$ cat src/ber_pkg.sv
// package for the bus command error reporter: codes, register map, event carriers
package ber_pkg;

    // error codes reported through the error queue
    localparam logic [9:0] BER_CODE_NONE      = 10'h000; // 0
    localparam logic [9:0] BER_CODE_CHARLONG  = 10'h090; // 144
    localparam logic [9:0] BER_CODE_BADSTR    = 10'h097; // 151
    localparam logic [9:0] BER_CODE_BADBLK    = 10'h0A1; // 161
    localparam logic [9:0] BER_CODE_BADBLKHDR = 10'h0A2; // 162
    localparam logic [9:0] BER_CODE_BADCOUNT  = 10'h0A3; // 163
    localparam logic [9:0] BER_CODE_CONFLICT  = 10'h0DD; // 221
    localparam logic [9:0] BER_CODE_RANGE     = 10'h0DE; // 222
    localparam logic [9:0] BER_CODE_TOOMUCH   = 10'h0DF; // 223
    localparam logic [9:0] BER_CODE_NOHW      = 10'h0F1; // 241
    localparam logic [9:0] BER_CODE_OVERFLOW  = 10'h15E; // 350
    localparam logic [9:0] BER_CODE_INTERRUPT = 10'h19A; // 410
    localparam logic [9:0] BER_CODE_UNTERM    = 10'h1A4; // 420
    localparam logic [9:0] BER_CODE_DEADLOCK  = 10'h1AE; // 430
    localparam logic [9:0] BER_CODE_INDEFQ    = 10'h1B8; // 440
    localparam logic [9:0] BER_CODE_EMPTYFILE = 10'h1F7; // 503
    localparam logic [9:0] BER_CODE_BADTYPE   = 10'h1F9; // 505
    localparam logic [9:0] BER_CODE_LIMITED   = 10'h1FB; // 507
    localparam logic [9:0] BER_CODE_TOOHOT    = 10'h1FC; // 508
    localparam logic [9:0] BER_CODE_AUTODIS   = 10'h1FD; // 509

    // class bounds of the event status bits
    localparam logic [9:0] BER_CMD_LO = 10'h064; // 100
    localparam logic [9:0] BER_CMD_HI = 10'h0C7; // 199
    localparam logic [9:0] BER_EXE_LO = 10'h0C8; // 200
    localparam logic [9:0] BER_EXE_HI = 10'h12B; // 299
    localparam logic [9:0] BER_QRY_LO = 10'h190; // 400
    localparam logic [9:0] BER_QRY_HI = 10'h1F3; // 499
    localparam logic [9:0] BER_DDE_LO = 10'h1F4; // 500

    // standard event status bit positions
    localparam int BER_ESR_CMD = 5;
    localparam int BER_ESR_EXE = 4;
    localparam int BER_ESR_DDE = 3;
    localparam int BER_ESR_QRY = 2;

    // error queue
    localparam int         BER_QDEPTH = 31;
    localparam logic [4:0] BER_QLAST  = 5'h1E;

    // register byte offsets
    localparam logic [7:0] BER_OFS_ERRQ   = 8'h00;
    localparam logic [7:0] BER_OFS_ESR    = 8'h04;
    localparam logic [7:0] BER_OFS_STAT   = 8'h08;
    localparam logic [7:0] BER_OFS_CTRL   = 8'h0C;
    localparam logic [7:0] BER_OFS_LIMHI  = 8'h10;
    localparam logic [7:0] BER_OFS_LIMLO  = 8'h14;
    localparam logic [7:0] BER_OFS_LEVELS = 8'h18;

    // control fields and reset values
    localparam int          BER_CTRL_QEN   = 0;
    localparam int          BER_CTRL_LIMON = 1;
    localparam int          BER_CTRL_FLUSH = 2;
    localparam logic [1:0]  BER_CTRL_RST   = 2'h1;
    localparam logic [15:0] BER_LIMHI_RST  = 16'hFFFF;
    localparam logic [15:0] BER_LIMLO_RST  = 16'h0000;
    localparam logic [15:0] BER_HIGH_RST   = 16'h0000;
    localparam logic [15:0] BER_LOW_RST    = 16'h0000;

    // parser condition strobes, one cycle each unless noted
    typedef struct packed {
        logic fromBus;          // level: current message came over the bus
        logic charTooLong;
        logic strNonAscii;
        logic strEomEarly;
        logic strWrongType;
        logic blkEoiCount;
        logic blkEoiShort;
        logic blkWrongType;
        logic blkBadFormat;
        logic blkBadCountChar;
        logic dataTooLong;
        logic rangeErr;
        logic recallEmpty;
        logic newMsg;
        logic respPending;      // level
        logic readNoQuery;
        logic queryAfterIndef;
        logic inputFull;        // level
        logic outputFull;       // level
        logic queryParsed;      // level
        logic ctlSending;       // level
        logic msgEnd;
    } ber_parse_ev_t;

    // module related command strobes
    typedef struct packed {
        logic       modCmd;
        logic       typeCheck;
        logic       reenable;
        logic       slot;
        logic [3:0] typeCode;
    } ber_mod_cmd_t;

    // output level setting request
    typedef struct packed {
        logic        valid;
        logic        fromBus;
        logic        isHigh;
        logic [15:0] value;
    } ber_level_req_t;

    // module status pins, asynchronous to clock
    typedef struct packed {
        logic [1:0]      present;
        logic [1:0]      hot;
        logic [1:0]      selfDis;
        logic [1:0][3:0] modType;
    } ber_mod_pins_t;

endpackage

$ cat src/ber_error_reporter.sv
// error detection, classification and error queue of the bus command parser
`timescale 1ns/1ps
module ber_error_reporter
    import ber_pkg::*;
(
    input  wire logic           clock,
    input  wire logic           nrst,
    input  wire logic           wbCycI,
    input  wire logic           wbStbI,
    input  wire logic           wbWeI,
    input  wire logic [7:0]     wbAdrI,
    input  wire logic [3:0]     wbSelI,
    input  wire logic [31:0]    wbDatI,
    output logic      [31:0]    wbDatO,
    output logic                wbAckO,
    input  wire ber_parse_ev_t  parseEv,
    input  wire ber_mod_cmd_t   modCmd,
    input  wire ber_level_req_t levelReq,
    input  wire ber_mod_pins_t  modPins,
    output logic                discardMsg,
    output logic                clearOutQueue,
    output logic                noExecute,
    output logic                suppressResp,
    output logic                errQueueNotEmpty,
    output logic      [15:0]    highLevelSetting,
    output logic      [15:0]    lowLevelSetting,
    output logic      [1:0]     hotNotice,
    output logic      [1:0]     disabledLed
);

    logic                  ack_r;
    logic [31:0]           rdData_r;
    logic [7:0]            esr_r;
    logic [1:0]            ctrl_r;
    logic [15:0]           limHi_r;
    logic [15:0]           limLo_r;
    logic [15:0]           high_r;
    logic [15:0]           low_r;
    logic                  limPrev_r;
    logic                  dlPrev_r;
    logic                  supp_r;
    logic                  discard_r;
    logic                  clrOq_r;
    logic                  noExec_r;
    logic [3:0]            pendDev_r;
    logic [1:0]            hotNotice_r;
    logic [1:0]            disLed_r;
    ber_mod_pins_t         pinMeta_r;
    ber_mod_pins_t         pinSync_r;
    ber_mod_pins_t         pinPrev_r;
    logic [9:0]            qMem_r [BER_QDEPTH];
    logic [4:0]            wrPtr_r;
    logic [4:0]            rdPtr_r;
    logic [4:0]            count_r;
    logic                  over_r;
    logic                  qNotEmpty_r;

    logic                  busTake;
    logic                  busRead;
    logic                  busWrite;
    logic                  popReq;
    logic                  push;
    logic                  pop;
    logic                  raise;
    logic                  raiseBus;
    logic [9:0]            code;
    logic                  discardNxt;
    logic                  clrOqNxt;
    logic                  noExecNxt;
    logic                  suppSet;
    logic [3:0]            devTake;
    logic [3:0]            devSet;
    logic [7:0]            esrSet;
    logic                  lvlConflict;
    logic                  reqClamp;
    logic                  limRise;
    logic                  limOutside;
    logic                  lvlClamp;
    logic                  modMissing;
    logic                  typeMismatch;
    logic                  deadlockNow;
    logic [31:0]           rdMux;

    // keep a value within the user limits
    function automatic logic [15:0] clampLim(input logic [15:0] v, input logic [15:0] lo, input logic [15:0] hi);
        logic [15:0] t;
        t = (v < lo) ? lo : v;
        return (t > hi) ? hi : t;
    endfunction

    // one-cycle bus answer; effects take place on the acking edge
    assign busTake  = wbCycI & wbStbI & ~ack_r;
    assign busRead  = busTake & ~wbWeI;
    assign busWrite = busTake & wbWeI;
    assign popReq   = busRead & (wbAdrI == BER_OFS_ERRQ);

    // two-stage synchroniser for the module status pins
    always_ff @(posedge clock or negedge nrst) begin
        if (!nrst) begin
            pinMeta_r <= '0;
            pinSync_r <= '0;
            pinPrev_r <= '0;
        end else begin
            pinMeta_r <= modPins;
            pinSync_r <= pinMeta_r;
            pinPrev_r <= pinSync_r;
        end
    end

    // module checks against the synchronised status
    assign modMissing   = (modCmd.modCmd | modCmd.typeCheck) & ~pinSync_r.present[modCmd.slot];
    assign typeMismatch = modCmd.typeCheck & pinSync_r.present[modCmd.slot]
                          & (pinSync_r.modType[modCmd.slot] != modCmd.typeCode);
    assign deadlockNow  = parseEv.inputFull & parseEv.outputFull & parseEv.queryParsed & parseEv.ctlSending;

    // level conflicts and limit clamping
    always_comb begin
        lvlConflict = 1'b0;
        reqClamp    = 1'b0;
        if (levelReq.valid) begin
            lvlConflict = levelReq.isHigh ? (levelReq.value < low_r) : (levelReq.value > high_r);
            reqClamp    = ~lvlConflict & ctrl_r[BER_CTRL_LIMON]
                          & ((levelReq.value > limHi_r) | (levelReq.value < limLo_r));
        end
    end
    assign limRise    = ctrl_r[BER_CTRL_LIMON] & ~limPrev_r;
    assign limOutside = (high_r > limHi_r) | (high_r < limLo_r) | (low_r > limHi_r) | (low_r < limLo_r);
    assign lvlClamp   = reqClamp | (limRise & limOutside);

    // device events waiting for a free slot: overheat A,B then self disable A,B
    always_comb begin
        devSet = '0;
        for (int m = 0; m < 2; m++) begin
            devSet[m]     = pinSync_r.hot[m] & ~pinPrev_r.hot[m];
            devSet[m + 2] = pinSync_r.selfDis[m] & ~pinPrev_r.selfDis[m];
        end
        if (modCmd.reenable && pinSync_r.hot[modCmd.slot]) begin
            devSet[modCmd.slot] = 1'b1;
        end
    end

    // pick one error per cycle, first match wins
    always_comb begin
        raise      = 1'b1;
        raiseBus   = parseEv.fromBus;
        code       = BER_CODE_NONE;
        discardNxt = 1'b0;
        clrOqNxt   = 1'b0;
        noExecNxt  = 1'b0;
        suppSet    = 1'b0;
        devTake    = '0;
        if (parseEv.charTooLong) begin
            code       = BER_CODE_CHARLONG;
            discardNxt = 1'b1;
        end else if (parseEv.strNonAscii || parseEv.strEomEarly) begin
            code       = BER_CODE_BADSTR;
            discardNxt = 1'b1;
        end else if (parseEv.strWrongType) begin
            code = BER_CODE_BADSTR;
        end else if (parseEv.blkEoiCount || parseEv.blkEoiShort || parseEv.blkWrongType) begin
            code = BER_CODE_BADBLK;
        end else if (parseEv.blkBadFormat) begin
            code       = BER_CODE_BADBLKHDR;
            discardNxt = 1'b1;
        end else if (parseEv.blkBadCountChar) begin
            code = BER_CODE_BADCOUNT;
        end else if (parseEv.dataTooLong) begin
            code       = BER_CODE_TOOMUCH;
            discardNxt = 1'b1;
        end else if (parseEv.rangeErr) begin
            code      = BER_CODE_RANGE;
            noExecNxt = 1'b1;
        end else if (lvlConflict) begin
            code     = BER_CODE_CONFLICT;
            raiseBus = levelReq.fromBus;
        end else if (lvlClamp) begin
            code     = BER_CODE_LIMITED;
            raiseBus = reqClamp ? levelReq.fromBus : 1'b1;
        end else if (modMissing) begin
            code     = BER_CODE_NOHW;
            raiseBus = 1'b1;
        end else if (typeMismatch) begin
            code     = BER_CODE_BADTYPE;
            raiseBus = 1'b1;
        end else if (parseEv.recallEmpty) begin
            code = BER_CODE_EMPTYFILE;
        end else if (parseEv.newMsg && parseEv.respPending) begin
            code     = BER_CODE_INTERRUPT;
            clrOqNxt = 1'b1;
        end else if (parseEv.readNoQuery) begin
            code     = BER_CODE_UNTERM;
            clrOqNxt = 1'b1;
        end else if (deadlockNow && !dlPrev_r) begin
            code     = BER_CODE_DEADLOCK;
            clrOqNxt = 1'b1;
            suppSet  = 1'b1;
        end else if (parseEv.queryAfterIndef) begin
            code    = BER_CODE_INDEFQ;
            suppSet = 1'b1;
        end else if (pendDev_r[1:0] != 2'h0) begin
            code       = BER_CODE_TOOHOT;
            devTake[0] = pendDev_r[0];
            devTake[1] = ~pendDev_r[0];
        end else if (pendDev_r[3:2] != 2'h0) begin
            code       = BER_CODE_AUTODIS;
            devTake[2] = pendDev_r[2];
            devTake[3] = ~pendDev_r[2];
        end else begin
            raise = 1'b0;
        end
    end

    // event status bits by code class
    always_comb begin
        esrSet = '0;
        if (raise) begin
            esrSet[BER_ESR_CMD] = (code >= BER_CMD_LO) & (code <= BER_CMD_HI);
            esrSet[BER_ESR_EXE] = (code >= BER_EXE_LO) & (code <= BER_EXE_HI);
            esrSet[BER_ESR_QRY] = (code >= BER_QRY_LO) & (code <= BER_QRY_HI);
            esrSet[BER_ESR_DDE] = (code >= BER_DDE_LO);
        end
    end

    // device event pending flags, a new event wins over its own take
    always_ff @(posedge clock or negedge nrst) begin
        if (!nrst) begin
            pendDev_r <= '0;
        end else begin
            pendDev_r <= (pendDev_r & ~devTake) | devSet;
        end
    end

    // queue push and pop
    assign push = raise & ctrl_r[BER_CTRL_QEN]
                  & (raiseBus | (code == BER_CODE_TOOHOT) | (code == BER_CODE_AUTODIS));
    assign pop  = popReq & (count_r != 5'h00);

    // error queue storage, one entry per index
    generate
        for (genvar i = 0; i < BER_QDEPTH; i++) begin : g_entry
            always_ff @(posedge clock or negedge nrst) begin
                if (!nrst) begin
                    qMem_r[i] <= BER_CODE_NONE;
                end else if (push && (count_r != 5'(BER_QDEPTH) || pop) && wrPtr_r == 5'(i)) begin
                    qMem_r[i] <= code;
                end
            end
        end
    endgenerate

    // queue pointers, fill count and overflow flag
    always_ff @(posedge clock or negedge nrst) begin
        if (!nrst) begin
            wrPtr_r <= 5'h00;
            rdPtr_r <= 5'h00;
            count_r <= 5'h00;
            over_r  <= 1'b0;
        end else if (busWrite && wbAdrI == BER_OFS_CTRL && wbSelI[0] && wbDatI[BER_CTRL_FLUSH]) begin
            wrPtr_r <= 5'h00;
            rdPtr_r <= 5'h00;
            count_r <= 5'h00;
            over_r  <= 1'b0;
        end else begin
            if (push && (count_r != 5'(BER_QDEPTH) || pop)) begin
                wrPtr_r <= (wrPtr_r == BER_QLAST) ? 5'h00 : wrPtr_r + 5'h01;
            end
            if (pop) begin
                rdPtr_r <= (rdPtr_r == BER_QLAST) ? 5'h00 : rdPtr_r + 5'h01;
            end
            if (push && !pop && count_r != 5'(BER_QDEPTH)) begin
                count_r <= count_r + 5'h01;
            end else if (pop && !push) begin
                count_r <= count_r - 5'h01;
            end
            // overflow set wins over the read that reports it
            if (push && !pop && count_r == 5'(BER_QDEPTH)) begin
                over_r <= 1'b1;
            end else if (popReq && count_r == 5'h00) begin
                over_r <= 1'b0;
            end
        end
    end

    // standard event status, cleared by a read, set wins
    always_ff @(posedge clock or negedge nrst) begin
        if (!nrst) begin
            esr_r <= 8'h00;
        end else if (busRead && wbAdrI == BER_OFS_ESR) begin
            esr_r <= esrSet;
        end else begin
            esr_r <= esr_r | esrSet;
        end
    end

    // response suppression until the end of the message, set wins
    always_ff @(posedge clock or negedge nrst) begin
        if (!nrst) begin
            supp_r <= 1'b0;
        end else if (suppSet) begin
            supp_r <= 1'b1;
        end else if (parseEv.msgEnd) begin
            supp_r <= 1'b0;
        end
    end

    // action pulses toward the parser and output queue
    always_ff @(posedge clock or negedge nrst) begin
        if (!nrst) begin
            discard_r <= 1'b0;
            clrOq_r   <= 1'b0;
            noExec_r  <= 1'b0;
            dlPrev_r  <= 1'b0;
        end else begin
            discard_r <= discardNxt;
            clrOq_r   <= clrOqNxt;
            noExec_r  <= noExecNxt | lvlConflict;
            dlPrev_r  <= deadlockNow;
        end
    end

    // module indicators follow the synchronised pins
    always_ff @(posedge clock or negedge nrst) begin
        if (!nrst) begin
            hotNotice_r <= 2'h0;
            disLed_r    <= 2'h0;
        end else begin
            hotNotice_r <= pinSync_r.hot;
            disLed_r    <= pinSync_r.selfDis;
        end
    end

    // control and limit registers, byte lanes honoured
    always_ff @(posedge clock or negedge nrst) begin
        if (!nrst) begin
            ctrl_r    <= BER_CTRL_RST;
            limHi_r   <= BER_LIMHI_RST;
            limLo_r   <= BER_LIMLO_RST;
            limPrev_r <= 1'b0;
        end else begin
            limPrev_r <= ctrl_r[BER_CTRL_LIMON];
            if (busWrite && wbAdrI == BER_OFS_CTRL && wbSelI[0]) begin
                ctrl_r <= wbDatI[1:0];
            end
            for (int b = 0; b < 2; b++) begin
                if (busWrite && wbAdrI == BER_OFS_LIMHI && wbSelI[b]) begin
                    limHi_r[b*8 +: 8] <= wbDatI[b*8 +: 8];
                end
                if (busWrite && wbAdrI == BER_OFS_LIMLO && wbSelI[b]) begin
                    limLo_r[b*8 +: 8] <= wbDatI[b*8 +: 8];
                end
            end
        end
    end

    // output level settings, clamped when limits are on
    always_ff @(posedge clock or negedge nrst) begin
        if (!nrst) begin
            high_r <= BER_HIGH_RST;
            low_r  <= BER_LOW_RST;
        end else if (levelReq.valid && !lvlConflict) begin
            if (levelReq.isHigh) begin
                high_r <= reqClamp ? clampLim(levelReq.value, limLo_r, limHi_r) : levelReq.value;
            end else begin
                low_r <= reqClamp ? clampLim(levelReq.value, limLo_r, limHi_r) : levelReq.value;
            end
        end else if (limRise && limOutside) begin
            high_r <= clampLim(high_r, limLo_r, limHi_r);
            low_r  <= clampLim(low_r, limLo_r, limHi_r);
        end
    end

    // read data selection; the queue read reports overflow only once empty
    always_comb begin
        rdMux = 32'h0000_0000;
        case (wbAdrI)
            BER_OFS_ERRQ: begin
                if (count_r != 5'h00) begin
                    rdMux[9:0] = qMem_r[rdPtr_r];
                end else if (over_r) begin
                    rdMux[9:0] = BER_CODE_OVERFLOW;
                end else begin
                    rdMux[9:0] = BER_CODE_NONE;
                end
            end
            BER_OFS_ESR:    rdMux[7:0]  = esr_r;
            BER_OFS_STAT:   rdMux[10:0] = {supp_r, (count_r != 5'h00), over_r, 3'h0, count_r};
            BER_OFS_CTRL:   rdMux[1:0]  = ctrl_r;
            BER_OFS_LIMHI:  rdMux[15:0] = limHi_r;
            BER_OFS_LIMLO:  rdMux[15:0] = limLo_r;
            BER_OFS_LEVELS: rdMux       = {high_r, low_r};
            default:        rdMux       = 32'h0000_0000;
        endcase
    end

    // queue summary flag, one clock behind the fill count and overflow flag
    always_ff @(posedge clock or negedge nrst) begin
        if (!nrst) begin
            qNotEmpty_r <= 1'b0;
        end else begin
            qNotEmpty_r <= (count_r != 5'h00) | over_r;
        end
    end

    // wishbone answer registers
    always_ff @(posedge clock or negedge nrst) begin
        if (!nrst) begin
            ack_r    <= 1'b0;
            rdData_r <= 32'h0000_0000;
        end else begin
            ack_r <= busTake;
            if (busRead) begin
                rdData_r <= rdMux;
            end
        end
    end

    assign wbAckO           = ack_r;
    assign wbDatO           = rdData_r;
    assign discardMsg       = discard_r;
    assign clearOutQueue    = clrOq_r;
    assign noExecute        = noExec_r;
    assign suppressResp     = supp_r;
    assign errQueueNotEmpty = qNotEmpty_r;
    assign highLevelSetting = high_r;
    assign lowLevelSetting  = low_r;
    assign hotNotice        = hotNotice_r;
    assign disabledLed      = disLed_r;

endmodule

$ cat config.mk
export PLATFORM = sky130hd
export DESIGN_NAME = ber_error_reporter
export DESIGN_NICKNAME = d
export VERILOG_FILES = /design/src/ber_pkg.sv /design/src/ber_error_reporter.sv
export SDC_FILE = /design/constraint.sdc
export NUM_CORES = 1
export LEC_CHECK = 0
export BUFFER_PORTS_ARGS = -buffer_cell sky130_fd_sc_hd__clkbuf_2
export CAP_MARGIN = 30
export CORE_MARGIN = 4
export CORE_UTILIZATION = 63
export CTS_BUF_LIST = sky130_fd_sc_hd__clkbuf_4
export DETAILED_ROUTE_END_ITERATION = 12
export GPL_TIMING_DRIVEN = 0
export HOLD_SLACK_MARGIN = 0.06
export PLACE_DENSITY = 0.83
export REMOVE_ABC_BUFFERS = 1
export SYNTH_ARGS = -nofsm -noshare
export SYNTH_HDL_FRONTEND = slang
export SYNTH_SLANG_ARGS = --single-unit
$ cat constraint.sdc
create_clock -name clock -period 7.25 [get_ports clock]
set_input_delay 0.3625 -clock clock [delete_from_list [all_inputs] [get_ports clock]]
set_output_delay 0.3625 -clock clock [all_outputs]
set_load 0.005 [all_outputs]
# Yosys cells after proc, flatten, opt, wreduce, memory -nomap -nowiden

Cells that the tools add are included.

Divide/modulo/power cells: 0
Reductions and logical operators: 75
Equal/unequal tests: 44
Multiplexer cells: 171
Add/subtract/negate cells: 4
Shift operators: 0
Bitwise gates (word level): 52
Order comparisons: 22
Multipliers: 0

Operators by type and width:

| operator                                                                          | count |
|---|---|
| 16-bit 2-to-1 mux                                                                 | 14 |
| 9-bit 2-to-1 mux                                                                  | 18 |
| 16-bit > comparator                                                               | 7 |
| 1-bit 2-to-1 mux                                                                  | 93 |
| 5-bit equality test, second input constant                                        | 17 |
| 4-bit 2-to-1 mux                                                                  | 21 |
| 16-bit less-than comparator                                                       | 4 |
| 1-bit logical AND                                                                 | 53 |
| 10-bit binary-select mux with 5-bit select                                        | 1 |
| 10-bit 2-to-1 mux                                                                 | 5 |
| 5-bit 2-to-1 mux                                                                  | 9 |
| 5-bit by 4-bit equality test with 1-bit output, second input constant             | 8 |
| 6-bit case mux with 6 select lines                                                | 1 |
| 1-bit AND                                                                         | 25 |
| 8-bit by 5-bit equality test with 1-bit output, second input constant             | 3 |
| 10-bit by 9-bit equality test with 1-bit output, second input constant            | 2 |
| 5-bit by 3-bit equality test with 1-bit output, second input constant             | 4 |
| 10-bit by 9-bit >= comparator with 1-bit output, second input constant            | 2 |
| 10-bit by 9-bit less-or-equal comparator with 1-bit output, second input constant | 2 |
| 8-bit by 4-bit equality test with 1-bit output, second input constant             | 2 |
| 5-bit by 1-bit adder with 5-bit output, second input constant                     | 3 |
| 5-bit case mux with 3 select lines                                                | 1 |
| 2-bit case mux with 7 select lines                                                | 1 |
| 2-bit nonzero test                                                                | 6 |
| other kinds (34)                                                                  | 66 |

RAM bits: 0
Output and inout bits: 74
Memories: 0
Bits in read-only memories: 0
Register bits after elaboration: 476
Input bits: 112
Logic and storage cells: 433
Bits in latches: 0

# Depth between registers and ports, before layout

Depth after elaboration: 29
Gate-level depth with buffers: 24
Depth with buffers taken out: 21

# Worst setup path before layout

OpenSTA, ideal clock, no wires.

Kind: register to register
From: reg limLo_r[1]
To: reg low_r[10], in the netlist lowLevelSetting[10]
Period minus slack after synthesis: 5,594 ps
Cell stages (with the launch flop): 23
Arrival time: 5,469 ps
Path slack: 1,656 ps
Library setup time: 125 ps
Cell sequence: dfrtp_1 inv_1 ha_1 a2111oi_0 o41ai_1 a2111oi_2 or2_2 clkbuf_1 clkbuf_1 mux2_2 ha_1 a21oi_1 nor2b_1 o21ai_0 nand2b_1 a2111oi_0 o21bai_1 o21ai_1 clkbuf_1 mux2_2 a22oi_1 o21ai_0 mux2_2

Cells in the longest elaborated chain, start to end: 7
Elaborated cells on any way between the ends: 22
Classes of those cells: order compare: 5; mux: 9; bitwise: 5; reduce/logical: 3

Ends and longest elaborated chain:

| item                                                     | RTL line                                                                       | RTL |
|---|---|---|
| start, declared                                          | ber_error_reporter.sv:36                                                       | `logic [15:0] limLo_r;` |
| start signal, assigned by index                          | ber_error_reporter.sv:349                                                      | `limLo_r[b*8 +: 8] <= wbDatI[b*8 +: 8];` |
| 16-bit less-than comparator (on tied branches)           | ber_error_reporter.sv:87, ber_error_reporter.sv:123, ber_error_reporter.sv:127 |  |
| 16-bit 2-to-1 mux (tied with other cells)                | ber_error_reporter.sv:87                                                       | `t = (v < lo) ? lo : v;` |
| 16-bit > comparator (tied with other cells)              | ber_error_reporter.sv:88                                                       | `return (t > hi) ? hi : t;` |
| 16-bit 2-to-1 mux (tied with other cells)                | ber_error_reporter.sv:88                                                       |  |
| 16-bit 2-to-1 mux or 1-bit logical AND (tied branches)   | ber_error_reporter.sv:364, ber_error_reporter.sv:366                           |  |
| 16-bit 2-to-1 mux or 2-bit nonzero test (tied branches)  | --                                                                             |  |
| 16-bit 2-to-1 mux or 2-bit AND reduction (tied branches) | --                                                                             |  |
| end signal, assigned                                     | ber_error_reporter.sv:364                                                      | `low_r <= reqClamp ? clampLim(levelReq.value, limLo_r, limHi_r) : levelReq.value;` |
| end signal, assigned                                     | ber_error_reporter.sv:368                                                      | `low_r <= clampLim(low_r, limLo_r, limHi_r);` |
| end, declared                                            | ber_error_reporter.sv:38                                                       | `logic [15:0] low_r;` |

Several ways; a longest one is shown, not always the timed one. The select of a mux whose other input is x is not followed.
A chain may end at the register's enable or synchronous reset.

# Final worst setup path

From: reg limLo_r[1]
To: reg low_r[8], in the netlist lowLevelSetting[8]

The elaborated chain is that of the path after synthesis.

==> out/qor.tcl <==
set qor(layout.nets) 2720
set qor(floorplan.core_area_um2) 39700
set qor(ys_seq_area_frac) 0.436
set qor(gr-total-overflow) 0
set qor(port-buffer-count) 167
set qor(leakagePower_nw) 14.2
set qor(net-switching-power_mw) 2.07
set qor(finalHoldViolations) 0
set qor(post-place-cells) 2761
set qor(hp-class) {input pin to register}
set qor(power_frac_clock) 0.336
set qor(cp_top_family) {compound AO/OA/AOI/OAI gates}
set qor(mappedNetlistArea_um2) 25300
set qor(maxCapViolCount) 0
set qor(endpoint_kind) {register}
set qor(finalWorstSetupSlack_ps) 664
set qor(detail_route.vias_per_cell) 6.50
set qor(ys_ff_latch) 441
set qor(htreeDepth) 3
set qor(tritoncts_num_sinks) 441
set qor(dominantRegCellSynth) {sky130_fd_sc_hd__dfrtp_1}
set qor(number_of_post_cts_setup_repair_buffers) 0
set qor(crit_path_top_delay_cell) {sky130_fd_sc_hd__a2111oi_0}
set qor(synth.yosys.warnings) 0
set qor(place.detailed.hpwl_um) 52500
set qor(clk_latency_ps) 900
set qor(outcome) {completed}
set qor(fin_cells) 3032
set qor(max-slew-margin-rel) 0.264
set qor(clock_tree_from_tritoncts) {yes}
set qor(timing.critical_path.arrival_ps) 7340
set qor(worst-path-max-fanout) 17
set qor(maximum_root_to_sink_buffer_count) 3
set qor(detail_route.iter0.violations) 1849
set qor(vdd_drop_max_mv) 0.168
set qor(grt_usage) 0.350
set qor(comb_power_share) 0.217
set qor(grt_antenna_before_repair) 4
set qor(crit_buf_inv) 2
set qor(drtPass1Iterations) 7
set qor(detailroute.via_count) 19700
set qor(achievable-frequency_ghz) 0.152
set qor(grt_pass1_wl_um) 118000
set qor(slew_violations) 0
set qor(synthesis.instances) 2136
set qor(placementRows) 73
set qor(timing_worst_setup_path_type) {register to register}
set qor(clockRootBuffer) {sky130_fd_sc_hd__clkbuf_4}
set qor(globalplace.congestion) 0.952
set qor(power.sequential.fraction) 0.447
set qor(avgRoutedWirePerCell_um) 25.2
set qor(grt_setup_unrepaired) {no}
set qor(pin_count) 186
set qor(yosysUniqueCellTypes) 69
set qor(critical_path.cell_chain) {inv_1 -> ha_1 -> a2111oi_0 -> o41ai_1 -> a2111oi_2 -> or2_2 -> mux2_2 -> ha_1 -> a21oi_1 -> nor2b_1 -> o21ai_0 -> nand2b_1 -> a2111oi_0 -> o21bai_1 -> o21ai_2 -> buf_8 -> mux2_2 -> a22oi_1 -> o21ai_0 -> mux2_2}
set qor(period_share) 0.908
set qor(cts_buffers) 110
set qor(switching_share) 0.334
set qor(synth.avg_cell_area_um2) 11.9
set qor(area_growth_syn_to_layout_pct) 15.6
set qor(fin_skew_ps) 44.3
set qor(worst-slew-pin-transition_ps) 1100
set qor(detail-route-antenna-nets) 0
set qor(internal_power_mw) 4.14
set qor(worst_path_most_repeated_cell) {sky130_fd_sc_hd__mux2_2}
set qor(timing.final.setup_violations) 0
set qor(overall_die_area_um2) 43500
set qor(via_count_of_the_first_global_routing_pass) 20400
set qor(y_dimension_of_the_die_um) 209
set qor(detail_route.wirelength_um) 76300
set qor(grt_max_degree) 124
set qor(number_of_enable_flip_flop_cells_after_synthesis) 0
set qor(placement.setup.worst_slack_ps) 694
set qor(die_w_um) 209
set qor(layout-drive-gt1-share) 0.344
set qor(postSynth.asyncResetShare) 1.00
set qor(initial_utilization) 0.638
set qor(powerDensity_nw_per_um2) 212
set qor(min_period_ps) 6590
set qor(timing.critical_path.from_type) {register}
set qor(clk_slew_on_worst_s_h_paths_ps) 70
set qor(maximum_cell_stage_delay_along_the_critical_path_ps) 740
set qor(post-route-drc-count) 0
set qor(crit_required_ps) 8010
[layout make-up]
class	instances	area [um2]
Timing Repair Buffer	276	2220
Inverter	82	308
Clock inverter	28	129
Antenna cell	4	10.0
Fill cell	2617	10400
Sequential cell	441	11100
Clock buffer	163	1220
Multi-Input combinational cell	1513	13700
Tap cell	525	657
[power by group through the flow]
stage	Combinational [mW]	Clock (mW)	Sequential [mW]
2_1_floorplan	0.732	0	2.72
3_3_place_gp	1.17	0	2.81
3_5_place_dp	1.29	0	2.81
4_1_cts	1.33	2.10	2.76
5_1_grt	1.47	2.26	2.78
6_report	1.35	2.08	2.78
[synthesized netlist by cell type (17+ instances only)]
| library cell | number | area share |
|---|---|---|
| sky130_fd_sc_hd__inv_1 | 82 | 0.012 |
| sky130_fd_sc_hd__mux4_2 | 81 | 0.072 |
| sky130_fd_sc_hd__nand3_1 | 32 | 0.0063 |
| sky130_fd_sc_hd__buf_1 | 17 | 0.0025 |
| sky130_fd_sc_hd__o211ai_1 | 24 | 0.0071 |
| sky130_fd_sc_hd__a22oi_1 | 23 | 0.0068 |
| sky130_fd_sc_hd__o21ai_0 | 131 | 0.026 |
| sky130_fd_sc_hd__or2_2 | 36 | 0.0089 |
| sky130_fd_sc_hd__clkbuf_1 | 77 | 0.011 |
| sky130_fd_sc_hd__nor3_4 | 25 | 0.016 |
| sky130_fd_sc_hd__a21oi_1 | 86 | 0.017 |
| sky130_fd_sc_hd__nor3_1 | 20 | 0.0040 |
| sky130_fd_sc_hd__nand2b_1 | 23 | 0.0057 |
| sky130_fd_sc_hd__o21a_1 | 25 | 0.0074 |
| sky130_fd_sc_hd__a22o_1 | 34 | 0.012 |
| sky130_fd_sc_hd__nand2_1 | 158 | 0.023 |
| sky130_fd_sc_hd__mux2i_1 | 76 | 0.030 |
| sky130_fd_sc_hd__dfrtp_1 | 424 | 0.42 |
| sky130_fd_sc_hd__nand4_1 | 29 | 0.0072 |
| sky130_fd_sc_hd__dfstp_2 | 17 | 0.018 |
| sky130_fd_sc_hd__nor2_1 | 58 | 0.0086 |
| sky130_fd_sc_hd__mux2_2 | 296 | 0.13 |
| sky130_fd_sc_hd__ha_1 | 183 | 0.090 |
[placed cells by master (no fill, tap or decap), types with 81 or more instances in the layout]
| cell type | instances |
|---|---|
| sky130_fd_sc_hd__dfrtp_1 | 422 |
| sky130_fd_sc_hd__mux2_2 | 296 |
| sky130_fd_sc_hd__ha_1 | 183 |
| sky130_fd_sc_hd__clkbuf_2 | 166 |
| sky130_fd_sc_hd__clkbuf_4 | 163 |
| sky130_fd_sc_hd__nand2_1 | 158 |
| sky130_fd_sc_hd__o21ai_0 | 130 |
| sky130_fd_sc_hd__inv_1 | 82 |
| sky130_fd_sc_hd__a21oi_1 | 81 |
| sky130_fd_sc_hd__mux4_2 | 81 |
[state kept, by name (all words and copies together) (netlist names), 4 cells and up]
register and count:
rdPtr_r 5, lowLevelSetting 16, pendDev_r 4, highLevelSetting 16, limLo_r 16, esr_r 4
pinSync_r 14, wrPtr_r 5, wbDatO 32, count_r 5, qMem_r 279, limHi_r 16
pinMeta_r 14
[worst min-delay path: stages]
cell and delay (ps):
sky130_fd_sc_hd__clkbuf_2 80, sky130_fd_sc_hd__o21a_1 200, sky130_fd_sc_hd__a211o_1 190, sky130_fd_sc_hd__a22o_1 120
[layer usage]
metal  up-vias  part of all wire  global-route usage  wire length, um
met5         -          0.000092                   0                7
met4         2             0.056               0.173             4290
met3       269             0.069              0.0645             5280
met2       982              0.49               0.583            37300
met1      9822              0.39               0.445            29400
li1       8623                 -                   -                -
[stage by stage]
| step | hold slack, ps | setup TNS (ps) | cell area (um2) | power, mW | utilization |
|---|---|---|---|---|---|
| after floorplan | 66.9 | 0 | 24900 | 3.45 | - |
| after global routing | 81.9 | 0 | 29300 | 6.51 | 0.737 |
| after CTS | 73.6 | 0 | 29300 | 6.19 | 0.737 |
| final | 113 | 0 | 29300 | 6.21 | 0.737 |
| after global placement | 332 | -2109190 | 26400 | 3.98 | 0.665 |
| after detailed placement | 336 | 0 | 27100 | 4.10 | 0.683 |
[repair_timing]
action,in CTS,in global routing
gates resized for setup,0,0
hold buffers,76,0
endpoints found under the hold margin,311,0
[logic make-up (layout without fill, tap and decap cells)]
| group | after synthesis | in the layout | synth area share |
|---|---|---|---|
| buffers and inverters | 182 | 549 | 0.0286 |
| other | 0 | 4 | 0 |
| adders and majority gates | 184 | 184 | 0.0912 |
| and+or+nand+nor | 448 | 448 | 0.101 |
| xor gates and xnor gates | 10 | 10 | 0.00346 |
| AOI/OAI and AO/OA | 418 | 418 | 0.106 |
| DFF | 441 | 441 | 0.436 |
| muxes | 453 | 453 | 0.234 |
[path summary, 6_finish.rpt]
kind	slack [ps]	cells past startpoint	end	from
worst max-delay path	660	20	lowLevelSetting[8]	limLo_r[1]
worst min-delay path	110	4	esr_r[4]	modCmd[7]
worst max register to register	660	20	lowLevelSetting[8]	limLo_r[1]
worst min register to register	330	0	pinSync_r[9]	pinMeta_r[9]
max in group asynchronous	6030	4	qMem_r[55]	nrst
min in group asynchronous	130	2	limHi_r[15]	nrst
No activity file was read; power rests on OpenSTA's default activity.
